`config.mk`:
```
export PLATFORM = sky130hd
export DESIGN_NAME = ptr_target_read
export DESIGN_NICKNAME = d
export VERILOG_FILES = /design/src/ptr_pkg.sv /design/src/ptr_target_read.sv /design/src/ptr_bar_decode.sv
export SDC_FILE = /design/constraint.sdc
export NUM_CORES = 1
export LEC_CHECK = 0
export BUFFER_PORTS_ARGS = -buffer_cell sky130_fd_sc_hd__buf_2
export CAP_MARGIN = 20
export CORE_ASPECT_RATIO = 0.8
export CORE_MARGIN = 3
export CORE_UTILIZATION = 44
export DETAILED_ROUTE_END_ITERATION = 7
export PLACE_DENSITY_LB_ADDON = 0.12
export RECOVER_POWER = 100
export REMOVE_ABC_BUFFERS = 1
export SLEW_MARGIN = 10
export SYNTH_ARGS = -nofsm -noshare
export SYNTH_HDL_FRONTEND = slang
export SYNTH_SLANG_ARGS = --single-unit
```
`constraint.sdc`:
```
create_clock -name sys_clk -period 16.5 [get_ports sys_clk]
set_clock_uncertainty 0.2 [all_clocks]
set_input_delay 4.95 -clock sys_clk [delete_from_list [all_inputs] [get_ports sys_clk]]
set_output_delay 4.95 -clock sys_clk [all_outputs]
set_load 0.01 [all_outputs]
```
`src/ptr_pkg.sv`:
```
// Constants, state codes and contract for the 64-bit target burst read
// Contract
// - Second clock: present address, wide flag
// - Third clock: window hit on address match
// - Slow select: devseln, ack64n after hit
// - Both strobes one clock after first ready (high strobe only on wide transfers)
// - Ready two clocks: trdyn and first word
// - Irdyn and ready before: keep strobes
// - Ready held two clocks: keep trdyn, data
// - After last transfer: deassert, float ad
// - Same clock: clear hits, drop strobes
// - Idle clock: release devseln, ack64n, trdyn
// - Prefetched extra word is discarded
package ptr_pkg;
	localparam int ADDR_W = 32;
	localparam int DATA_W = 64;
	localparam int CBE_W = 8;
	localparam int CMD_W = 4;
	localparam int SEL_W = 2;
	localparam int NUM_BARS = 2;
	// Read commands the target claims
	localparam logic [CMD_W-1:0] CMD_MEM_READ = 4'h6;
	localparam logic [CMD_W-1:0] CMD_MEM_RD_MULT = 4'hC;
	localparam logic [CMD_W-1:0] CMD_MEM_RD_LINE = 4'hE;
	// Select timing settings
	localparam logic [SEL_W-1:0] SEL_FAST = 2'h0;
	localparam logic [SEL_W-1:0] SEL_MEDIUM = 2'h1;
	localparam logic [SEL_W-1:0] SEL_SLOW = 2'h2;
	// Default address windows: base and compare mask
	localparam logic [NUM_BARS*ADDR_W-1:0] BAR_BASE_DFLT = 64'h2000_0000_1000_0000;
	localparam logic [NUM_BARS*ADDR_W-1:0] BAR_MASK_DFLT = 64'hFFFF_0000_FFFF_0000;
	// Reset values
	localparam logic [DATA_W-1:0] DATA_RST = 64'h0;
	localparam logic [ADDR_W-1:0] ADDR_RST = 32'h0;
	localparam logic [CMD_W-1:0] CMD_RST = 4'h0;
	typedef enum logic [5:0] {
		ST_IDLE = 6'h01,
		ST_DECODE = 6'h02,
		ST_CLAIM = 6'h04,
		ST_DATA = 6'h08,
		ST_TURN = 6'h10,
		ST_IGNORE = 6'h20
	} ptr_state_t;
endpackage

```
`src/ptr_target_read.sv`:
```
// Target sequencer for 64-bit burst reads with a 64-bit local side
`timescale 1ns/1ps
module ptr_target_read
	import ptr_pkg::*;
#(
	parameter int NUM = NUM_BARS,
	parameter logic [NUM*ADDR_W-1:0] BASE = BAR_BASE_DFLT,
	parameter logic [NUM*ADDR_W-1:0] MASK = BAR_MASK_DFLT
) (
	input wire logic sys_clk, // Bus clock
	input wire logic nrst, // Asynchronous reset, low
	input wire logic frameN, // Cycle frame, low
	input wire logic req64N, // Wide request, low
	input wire logic irdyN, // Initiator ready, low
	input wire logic [CBE_W-1:0] cbeIn, // Command and byte enables
	input wire logic [DATA_W-1:0] adIn, // Address/data in
	output logic [DATA_W-1:0] adOut, // Read data out
	output logic adOeN, // Data drive enable, low
	output logic devselOut, // Select value
	output logic devselOeN, // Select drive enable, low
	output logic ack64Out, // Wide acknowledge value
	output logic ack64OeN, // Wide acknowledge enable, low
	output logic trdyOut, // Target ready value
	output logic trdyOeN, // Target ready enable, low
	input wire logic [SEL_W-1:0] selectSpeedSetting, // Select timing
	output logic [ADDR_W-1:0] localTargetAddr, // Address to back-end
	output logic wideXferFlag, // Wide transfer requested
	output logic [NUM-1:0] barHit, // Window chip selects
	input wire logic localReadyN, // Back-end ready, low
	output logic lowWordStrobeN, // Low half taken, low
	output logic highWordStrobeN, // High half taken, low
	input wire logic [DATA_W-1:0] localDataIn // Back-end read data
);
	logic rstSync1_ff;
	logic rstN_ff;
	ptr_state_t state_ff, nxt_state;
	logic [ADDR_W-1:0] addr_ff, nxt_addr;
	logic [CMD_W-1:0] cmd_ff, nxt_cmd;
	logic wide_ff, nxt_wide;
	logic [NUM-1:0] barHit_ff, nxt_barHit;
	logic devselOut_ff, nxt_devselOut;
	logic devselOeN_ff, nxt_devselOeN;
	logic ack64Out_ff, nxt_ack64Out;
	logic ack64OeN_ff, nxt_ack64OeN;
	logic trdyOut_ff, nxt_trdyOut;
	logic trdyOeN_ff, nxt_trdyOeN;
	logic adOeN_ff, nxt_adOeN;
	logic strobeN_ff, nxt_strobeN;
	logic xferSeen_ff, nxt_xferSeen;
	logic rdyD1_ff, nxt_rdyD1;
	logic [DATA_W-1:0] outData_ff, nxt_outData;
	logic outVld_ff, nxt_outVld;
	logic [DATA_W-1:0] spareData_ff, nxt_spareData;
	logic spareVld_ff, nxt_spareVld;
	logic [NUM-1:0] decHit;
	logic isRead;
	logic rdyNow;
	logic trdyOn;
	logic consume;
	logic wordIn;
	logic keepOut;
	logic done;

	// Reset release through two flip-flops
	always_ff @(posedge sys_clk or negedge nrst) begin
		if (!nrst) begin
			rstSync1_ff <= 1'b0;
			rstN_ff <= 1'b0;
		end else begin
			rstSync1_ff <= 1'b1;
			rstN_ff <= rstSync1_ff;
		end
	end

	// Only memory read commands are claimed
	assign isRead = (cmd_ff == CMD_MEM_READ) || (cmd_ff == CMD_MEM_RD_MULT) ||
		(cmd_ff == CMD_MEM_RD_LINE);

	ptr_bar_decode #(
		.NUM(NUM),
		.BASE(BASE),
		.MASK(MASK)
	) u_decode (
		.addr(addr_ff),
		.enable(isRead),
		.hit(decHit)
	);

	// Handshake terms from active-low bus and back-end signals
	assign rdyNow = !localReadyN;
	assign trdyOn = !trdyOeN_ff && !trdyOut_ff;
	assign consume = trdyOn && !irdyN;
	assign wordIn = !strobeN_ff;
	assign keepOut = outVld_ff && !consume;
	// Final data phase: frame already high while the word moves
	assign done = (state_ff == ST_DATA) && consume && frameN;

	// Next-state and output computation
	always_comb begin
		nxt_state = state_ff;
		nxt_addr = addr_ff;
		nxt_cmd = cmd_ff;
		nxt_wide = wide_ff;
		nxt_barHit = barHit_ff;
		nxt_devselOut = devselOut_ff;
		nxt_devselOeN = devselOeN_ff;
		nxt_ack64Out = ack64Out_ff;
		nxt_ack64OeN = ack64OeN_ff;
		nxt_trdyOut = trdyOut_ff;
		nxt_trdyOeN = trdyOeN_ff;
		nxt_adOeN = adOeN_ff;
		nxt_strobeN = 1'b1;
		nxt_xferSeen = xferSeen_ff;
		nxt_rdyD1 = rdyNow;
		nxt_outData = outData_ff;
		nxt_outVld = 1'b0;
		nxt_spareData = spareData_ff;
		nxt_spareVld = 1'b0;
		case (state_ff)
			ST_IDLE: begin
				if (!frameN) begin
					// Address phase: latch address, command, width
					nxt_addr = adIn[ADDR_W-1:0];
					nxt_cmd = cbeIn[CMD_W-1:0];
					nxt_wide = !req64N;
					nxt_state = ST_DECODE;
				end
			end
			ST_DECODE: begin
				if (|decHit) begin
					// Window hit shows in the third clock
					nxt_barHit = decHit;
					nxt_state = ST_CLAIM;
					if (selectSpeedSetting != SEL_SLOW) begin
						nxt_devselOut = 1'b0;
						nxt_devselOeN = 1'b0;
						nxt_ack64Out = !wide_ff;
						nxt_ack64OeN = 1'b0;
						nxt_trdyOut = 1'b1;
						nxt_trdyOeN = 1'b0;
					end
				end else begin
					nxt_state = ST_IGNORE;
				end
			end
			ST_CLAIM: begin
				// Slow select: claim the clock after the hit
				nxt_devselOut = 1'b0;
				nxt_devselOeN = 1'b0;
				nxt_ack64Out = !wide_ff;
				nxt_ack64OeN = 1'b0;
				nxt_trdyOut = 1'b1;
				nxt_trdyOeN = 1'b0;
				nxt_adOeN = 1'b0;
				nxt_state = ST_DATA;
			end
			ST_DATA: begin
				// First ready, then ready with irdyn, pulls a word
				if (rdyNow && (!xferSeen_ff || !irdyN)) begin
					nxt_strobeN = 1'b0;
					nxt_xferSeen = 1'b1;
				end
				// Output word moves on; a spare catches an early arrival
				if (!keepOut) begin
					if (spareVld_ff) begin
						nxt_outData = spareData_ff;
						nxt_outVld = 1'b1;
					end else begin
						nxt_outVld = wordIn;
						if (wordIn) begin
							nxt_outData = localDataIn;
						end
					end
				end else begin
					nxt_outVld = 1'b1;
				end
				if (wordIn && (keepOut || spareVld_ff)) begin
					nxt_spareData = localDataIn;
					nxt_spareVld = 1'b1;
				end else if (spareVld_ff && keepOut) begin
					nxt_spareVld = 1'b1;
				end
				// Ready held two clocks and a word to show
				nxt_trdyOut = !(rdyNow && rdyD1_ff && nxt_outVld);
				if (done) begin
					// Drive handshakes high, float data
					nxt_trdyOut = 1'b1;
					nxt_devselOut = 1'b1;
					nxt_ack64Out = 1'b1;
					nxt_adOeN = 1'b1;
					// Completion to back-end, strobes off
					nxt_barHit = '0;
					nxt_strobeN = 1'b1;
					// Prefetched words are dropped
					nxt_outVld = 1'b0;
					nxt_spareVld = 1'b0;
					nxt_xferSeen = 1'b0;
					nxt_state = ST_TURN;
				end
			end
			ST_TURN: begin
				// Stop driving the handshakes
				nxt_devselOeN = 1'b1;
				nxt_ack64OeN = 1'b1;
				nxt_trdyOeN = 1'b1;
				nxt_state = ST_IDLE;
			end
			ST_IGNORE: begin
				if (frameN && irdyN) begin
					nxt_state = ST_IDLE;
				end
			end
			default: begin
				nxt_state = ST_IDLE;
			end
		endcase
	end

	// State registers
	always_ff @(posedge sys_clk or negedge rstN_ff) begin
		if (!rstN_ff) begin
			state_ff <= ST_IDLE;
			addr_ff <= ADDR_RST;
			cmd_ff <= CMD_RST;
			wide_ff <= 1'b0;
			barHit_ff <= '0;
			devselOut_ff <= 1'b1;
			devselOeN_ff <= 1'b1;
			ack64Out_ff <= 1'b1;
			ack64OeN_ff <= 1'b1;
			trdyOut_ff <= 1'b1;
			trdyOeN_ff <= 1'b1;
			adOeN_ff <= 1'b1;
			strobeN_ff <= 1'b1;
			xferSeen_ff <= 1'b0;
			rdyD1_ff <= 1'b0;
			outData_ff <= DATA_RST;
			outVld_ff <= 1'b0;
			spareData_ff <= DATA_RST;
			spareVld_ff <= 1'b0;
		end else begin
			state_ff <= nxt_state;
			addr_ff <= nxt_addr;
			cmd_ff <= nxt_cmd;
			wide_ff <= nxt_wide;
			barHit_ff <= nxt_barHit;
			devselOut_ff <= nxt_devselOut;
			devselOeN_ff <= nxt_devselOeN;
			ack64Out_ff <= nxt_ack64Out;
			ack64OeN_ff <= nxt_ack64OeN;
			trdyOut_ff <= nxt_trdyOut;
			trdyOeN_ff <= nxt_trdyOeN;
			adOeN_ff <= nxt_adOeN;
			strobeN_ff <= nxt_strobeN;
			xferSeen_ff <= nxt_xferSeen;
			rdyD1_ff <= nxt_rdyD1;
			outData_ff <= nxt_outData;
			outVld_ff <= nxt_outVld;
			spareData_ff <= nxt_spareData;
			spareVld_ff <= nxt_spareVld;
		end
	end

	// Outputs straight from flip-flops
	assign adOut = outData_ff;
	assign adOeN = adOeN_ff;
	assign devselOut = devselOut_ff;
	assign devselOeN = devselOeN_ff;
	assign ack64Out = ack64Out_ff;
	assign ack64OeN = ack64OeN_ff;
	assign trdyOut = trdyOut_ff;
	assign trdyOeN = trdyOeN_ff;
	assign localTargetAddr = addr_ff;
	assign wideXferFlag = wide_ff;
	assign barHit = barHit_ff;
	// High half strobe only for wide transfers
	assign lowWordStrobeN = strobeN_ff;
	assign highWordStrobeN = strobeN_ff || !wide_ff;
endmodule

```
`src/ptr_bar_decode.sv`:
```
// Address window comparator producing one hit bit per window
`timescale 1ns/1ps
module ptr_bar_decode
	import ptr_pkg::*;
#(
	parameter int NUM = NUM_BARS,
	parameter logic [NUM*ADDR_W-1:0] BASE = BAR_BASE_DFLT,
	parameter logic [NUM*ADDR_W-1:0] MASK = BAR_MASK_DFLT
) (
	input wire logic [ADDR_W-1:0] addr, // Captured address
	input wire logic enable, // Command qualifies
	output logic [NUM-1:0] hit // One bit per window
);
	genvar gi;
	// One masked compare per window
	generate
		for (gi = 0; gi < NUM; gi++) begin : g_win
			assign hit[gi] = enable &&
				((addr & MASK[gi*ADDR_W +: ADDR_W]) ==
				(BASE[gi*ADDR_W +: ADDR_W] & MASK[gi*ADDR_W +: ADDR_W]));
		end
	endgenerate
endmodule

```
==> out/results.ini <==
[sta]
tightestPinTransition_ns=3.444
rsz_0062_raised_after_global_routing=no
setup_viol=0
slew_viol_final=423
finalCriticalPeriod_ns=8.233
final_cycle_share_pct=49.90
maxClockFrequency_ghz=0.1215
setup_ws_ns=8.267
slew_headroom_pct=-129.6
setup-tns-final_ns=0
number_of_failing_hold_endpoints_at_the_final_stage=0

[worst_hold_path]
timing.hold.worst.class=reg -> reg
min-delay-start=rstSync1_ff

[grt]
grt_util_met3_pct=6.080
antenna_found_initial=1
grt_max_degree=83
grt_pass1_wl_mm=29.59
grt_overflow=0
gr-max-usage-layer=met2
grtUsageMet1_pct=25.02
total_track_usage_pct=18.75
use_met2_pct=30.03
number_of_global_route_vias_before_repair=5700

[die]
floorplan.initialDensity_pct=45.22
die_w_um=155.9
die_height_um=125.9
row_count=43
die_area_sq_um=19630
coreArea_sq_um=17490
top_level_ports=252

[synthesis]
post_synthesis_instance_total=669
synth_area_leaders=sky130_fd_sc_hd__dfrtp_1 56%, sky130_fd_sc_hd__mux2_4 11%, sky130_fd_sc_hd__nand2_1 8.5%, sky130_fd_sc_hd__mux2i_1 8.1%, sky130_fd_sc_hd__o21ai_0 3.2%
ys_seq_elements=185
netlist-cell-type-count=44
synth_top_area_share_pct=56.33
synth_edf_count=0
syn_area_sq_um=7908
synth-seq-area-share_pct=58.66
post_synth.cell_area_avg_sq_um=11.82
synth_area_leader_cell=sky130_fd_sc_hd__dfrtp_1
ys.warnings.count=0
ys_dominant_reg_cell=sky130_fd_sc_hd__dfrtp_1
synth_async_reset_ratio_pct=100.0

[cells_and_area]
layout_cells_sized_above_1_pct=17.27
syn2layout_area_growth_pct=17.82
final_net_count=1017
fin_cells=1111
antenna-diode-count=0
utilization_after_layout_pct=53.28

[worst_setup_path]
cp-end-kind=flop
worst-setup-path-type=in -> reg
timing.critical_path.arrival_ns=8.19
rrSetupSlack_ns=10.73
cp-startpoint=irdyN
startpoint_type=input port
critical_path_peak_fanout=82
required_ns=16.46
r2r-start=rstN_ff

[clocking]
clock_sinks=185
cts_resized=0
cts-root-to-sink-buffers=2
hold_bufs_inserted_after_cts=0
clock_latency_ns=0.42
cts-buffers-inserted=17
postCtsSetupBuffers=0
cts_tree=built
clkTransAtPathRegs_ns=0.07
cts.htree.levels=4
cts_root_buffer=sky130_fd_sc_hd__clkbuf_16

[power]
static-leakage-power_nw=4.507
ir_drop_uv=64.90
cellPowerDensity_nw_per_um2=123.2

[drt]
postRouteWirelength_mm=17.86
drt_drc_violations_left=0
via_count=5472
drt_iter0_markers=285
avgRoutedWirePerCell_um=16.08
detail-route-antenna-nets=0
drt_pre_antenna_iters=4
drt-vias-per-instance=4.925

[place]
dpl_worst_slack_ns=9.504
place.port_buffers=215
dp.final_hpwl_mm=12.46
finalWeightedCongestion=0.7864
place.detailed.instances=1078

[flow_run]
maxCapViolations=8

[outcome]
status=finished, violations left
violations_in_the_final_reports=capacitance limit, slew limit

==> flip-flops by register name, indices dropped and copies added, names as in the netlist <==
register         flops
lowWordStrobeN       1
rstSync1_ff          1
outVld_ff            1
localTargetAddr     32
wideXferFlag         1
rstN_ff              1
spareVld_ff          1
trdyOut              1
spareData_ff        64
adOeN                1
barHit               2
state_ff             6
ack64Out             1
trdyOeN              1
xferSeen_ff          1
devselOut            1
adOut               64
rdyD1_ff             1
cmd_ff               4
==> routing by layer <==
metal	up-vias	wire [um]
li1	2661	-
met1	2671	7977
met2	124	8647
met3	14	1078
met4	2	147
met5	-	13
==> cell usage after synthesis, types with 2 or more instances <==
| cell | number |
|---|---|
| sky130_fd_sc_hd__nand2_1 | 179 |
| sky130_fd_sc_hd__dfrtp_1 | 178 |
| sky130_fd_sc_hd__mux2i_1 | 64 |
| sky130_fd_sc_hd__mux2_4 | 60 |
| sky130_fd_sc_hd__o21ai_0 | 50 |
| sky130_fd_sc_hd__o21ai_1 | 20 |
| sky130_fd_sc_hd__clkbuf_1 | 16 |
| sky130_fd_sc_hd__nor2_1 | 14 |
| sky130_fd_sc_hd__buf_2 | 9 |
| sky130_fd_sc_hd__buf_6 | 8 |
| sky130_fd_sc_hd__dfstp_2 | 7 |
| sky130_fd_sc_hd__inv_1 | 5 |
| sky130_fd_sc_hd__buf_1 | 4 |
| sky130_fd_sc_hd__mux2_2 | 4 |
| sky130_fd_sc_hd__nand3_1 | 4 |
| sky130_fd_sc_hd__nor3_1 | 4 |
| sky130_fd_sc_hd__nor4_1 | 4 |
| sky130_fd_sc_hd__nand2b_1 | 3 |
| sky130_fd_sc_hd__nand3b_1 | 3 |
| sky130_fd_sc_hd__a2bb2oi_1 | 2 |
| sky130_fd_sc_hd__a31oi_1 | 2 |
| sky130_fd_sc_hd__and3_1 | 2 |
| sky130_fd_sc_hd__buf_4 | 2 |
| sky130_fd_sc_hd__nor3b_1 | 2 |
| sky130_fd_sc_hd__o211ai_1 | 2 |
| sky130_fd_sc_hd__o21a_1 | 2 |
| sky130_fd_sc_hd__xor2_1 | 2 |
==> critical path, stage by stage <==
cell and delay, ns:
sky130_fd_sc_hd__clkbuf_1 0.17, sky130_fd_sc_hd__nor3_1 0.12, sky130_fd_sc_hd__nand2b_1 0.18, sky130_fd_sc_hd__nand3b_1 0.12
sky130_fd_sc_hd__clkbuf_1 2.15, sky130_fd_sc_hd__o21ai_0 0.42
==> per-stage QoR <==
stage | hold slack, ns | area, sq um | power, mW
finish | 0.1573 | 9316 | 1.148
global route | 0.1718 | 9316 | 1.211
CTS | 0.1619 | 9684 | 1.168
detailed placement | 0.1388 | 9107 | 0.7630
global placement | 0.1390 | 9107 | 0.7551
floorplan | 0.1312 | 7682 | 0.6678
==> report_power, final <==
group          switching, mW  total [mW]  internal [mW]  leakage [nW]
clock                  0.177       0.402          0.225         0.276
combinational          0.118       0.193         0.0743          1.75
sequential            0.0446       0.553          0.509          2.48
==> cells in the final DEF (no fill, tap or decap), types with 3 or more instances in the layout <==
master | Yosys | routed
sky130_fd_sc_hd__nand2_1 | 179 | 179
sky130_fd_sc_hd__dfrtp_1 | 178 | 177
sky130_fd_sc_hd__clkbuf_1 | 16 | 118
sky130_fd_sc_hd__buf_2 | 9 | 106
sky130_fd_sc_hd__o21ai_0 | 50 | 70
sky130_fd_sc_hd__mux2i_1 | 64 | 64
sky130_fd_sc_hd__mux2_1 | 0 | 58
sky130_fd_sc_hd__clkbuf_16 | 0 | 17
sky130_fd_sc_hd__nor2_1 | 14 | 14
sky130_fd_sc_hd__inv_1 | 5 | 5
sky130_fd_sc_hd__nor3_1 | 4 | 4
sky130_fd_sc_hd__mux2_2 | 4 | 4
sky130_fd_sc_hd__nand3_1 | 4 | 4
sky130_fd_sc_hd__nor4_1 | 4 | 4
sky130_fd_sc_hd__dfstp_2 | 7 | 4
sky130_fd_sc_hd__nand2b_1 | 3 | 3
sky130_fd_sc_hd__nand3b_1 | 3 | 3
sky130_fd_sc_hd__clkinv_2 | 0 | 3
sky130_fd_sc_hd__clkinvlp_4 | 0 | 3
sky130_fd_sc_hd__dfstp_1 | 0 | 3
==> layout make-up <==
type                       count  area (sq um)
clock buffer                  19         432.9
clock inverter                13         143.9
fill                        1638          8169
inverter                       5         18.77
multi-input combinational    440          2796
sequential                   185          4642
tap                          225         281.5
timing repair buffer         224          1001
==> worst paths after layout <==
check | endpoint | depth (start not counted)
max | adOut[17] | 6
min | rstN_ff | 0
max reg2reg | adOut[53] | 1
min reg2reg | rstN_ff | 0
max in group asynchronous | adOut[53] | 1
min in group asynchronous | spareData_ff[6] | 0
==> kinds of logic (layout without fill, tap and decap cells) <==
| group | count (synthesis) | count (layout) | share of synthesized area [%] |
|---|---|---|---|
| fa+ha+maj | 1 | 1 | 0.1266 |
| xor+xnor | 3 | 3 | 0.3323 |
| buf+inv | 44 | 261 | 3.085 |
| mux | 128 | 128 | 20.06 |
| flops | 185 | 185 | 58.66 |
| other cells | 1 | 1 | 0.04742 |
| compound gates | 85 | 85 | 5.965 |
| simple gates | 222 | 222 | 11.72 |
Power figures use the tool's default switching activity.
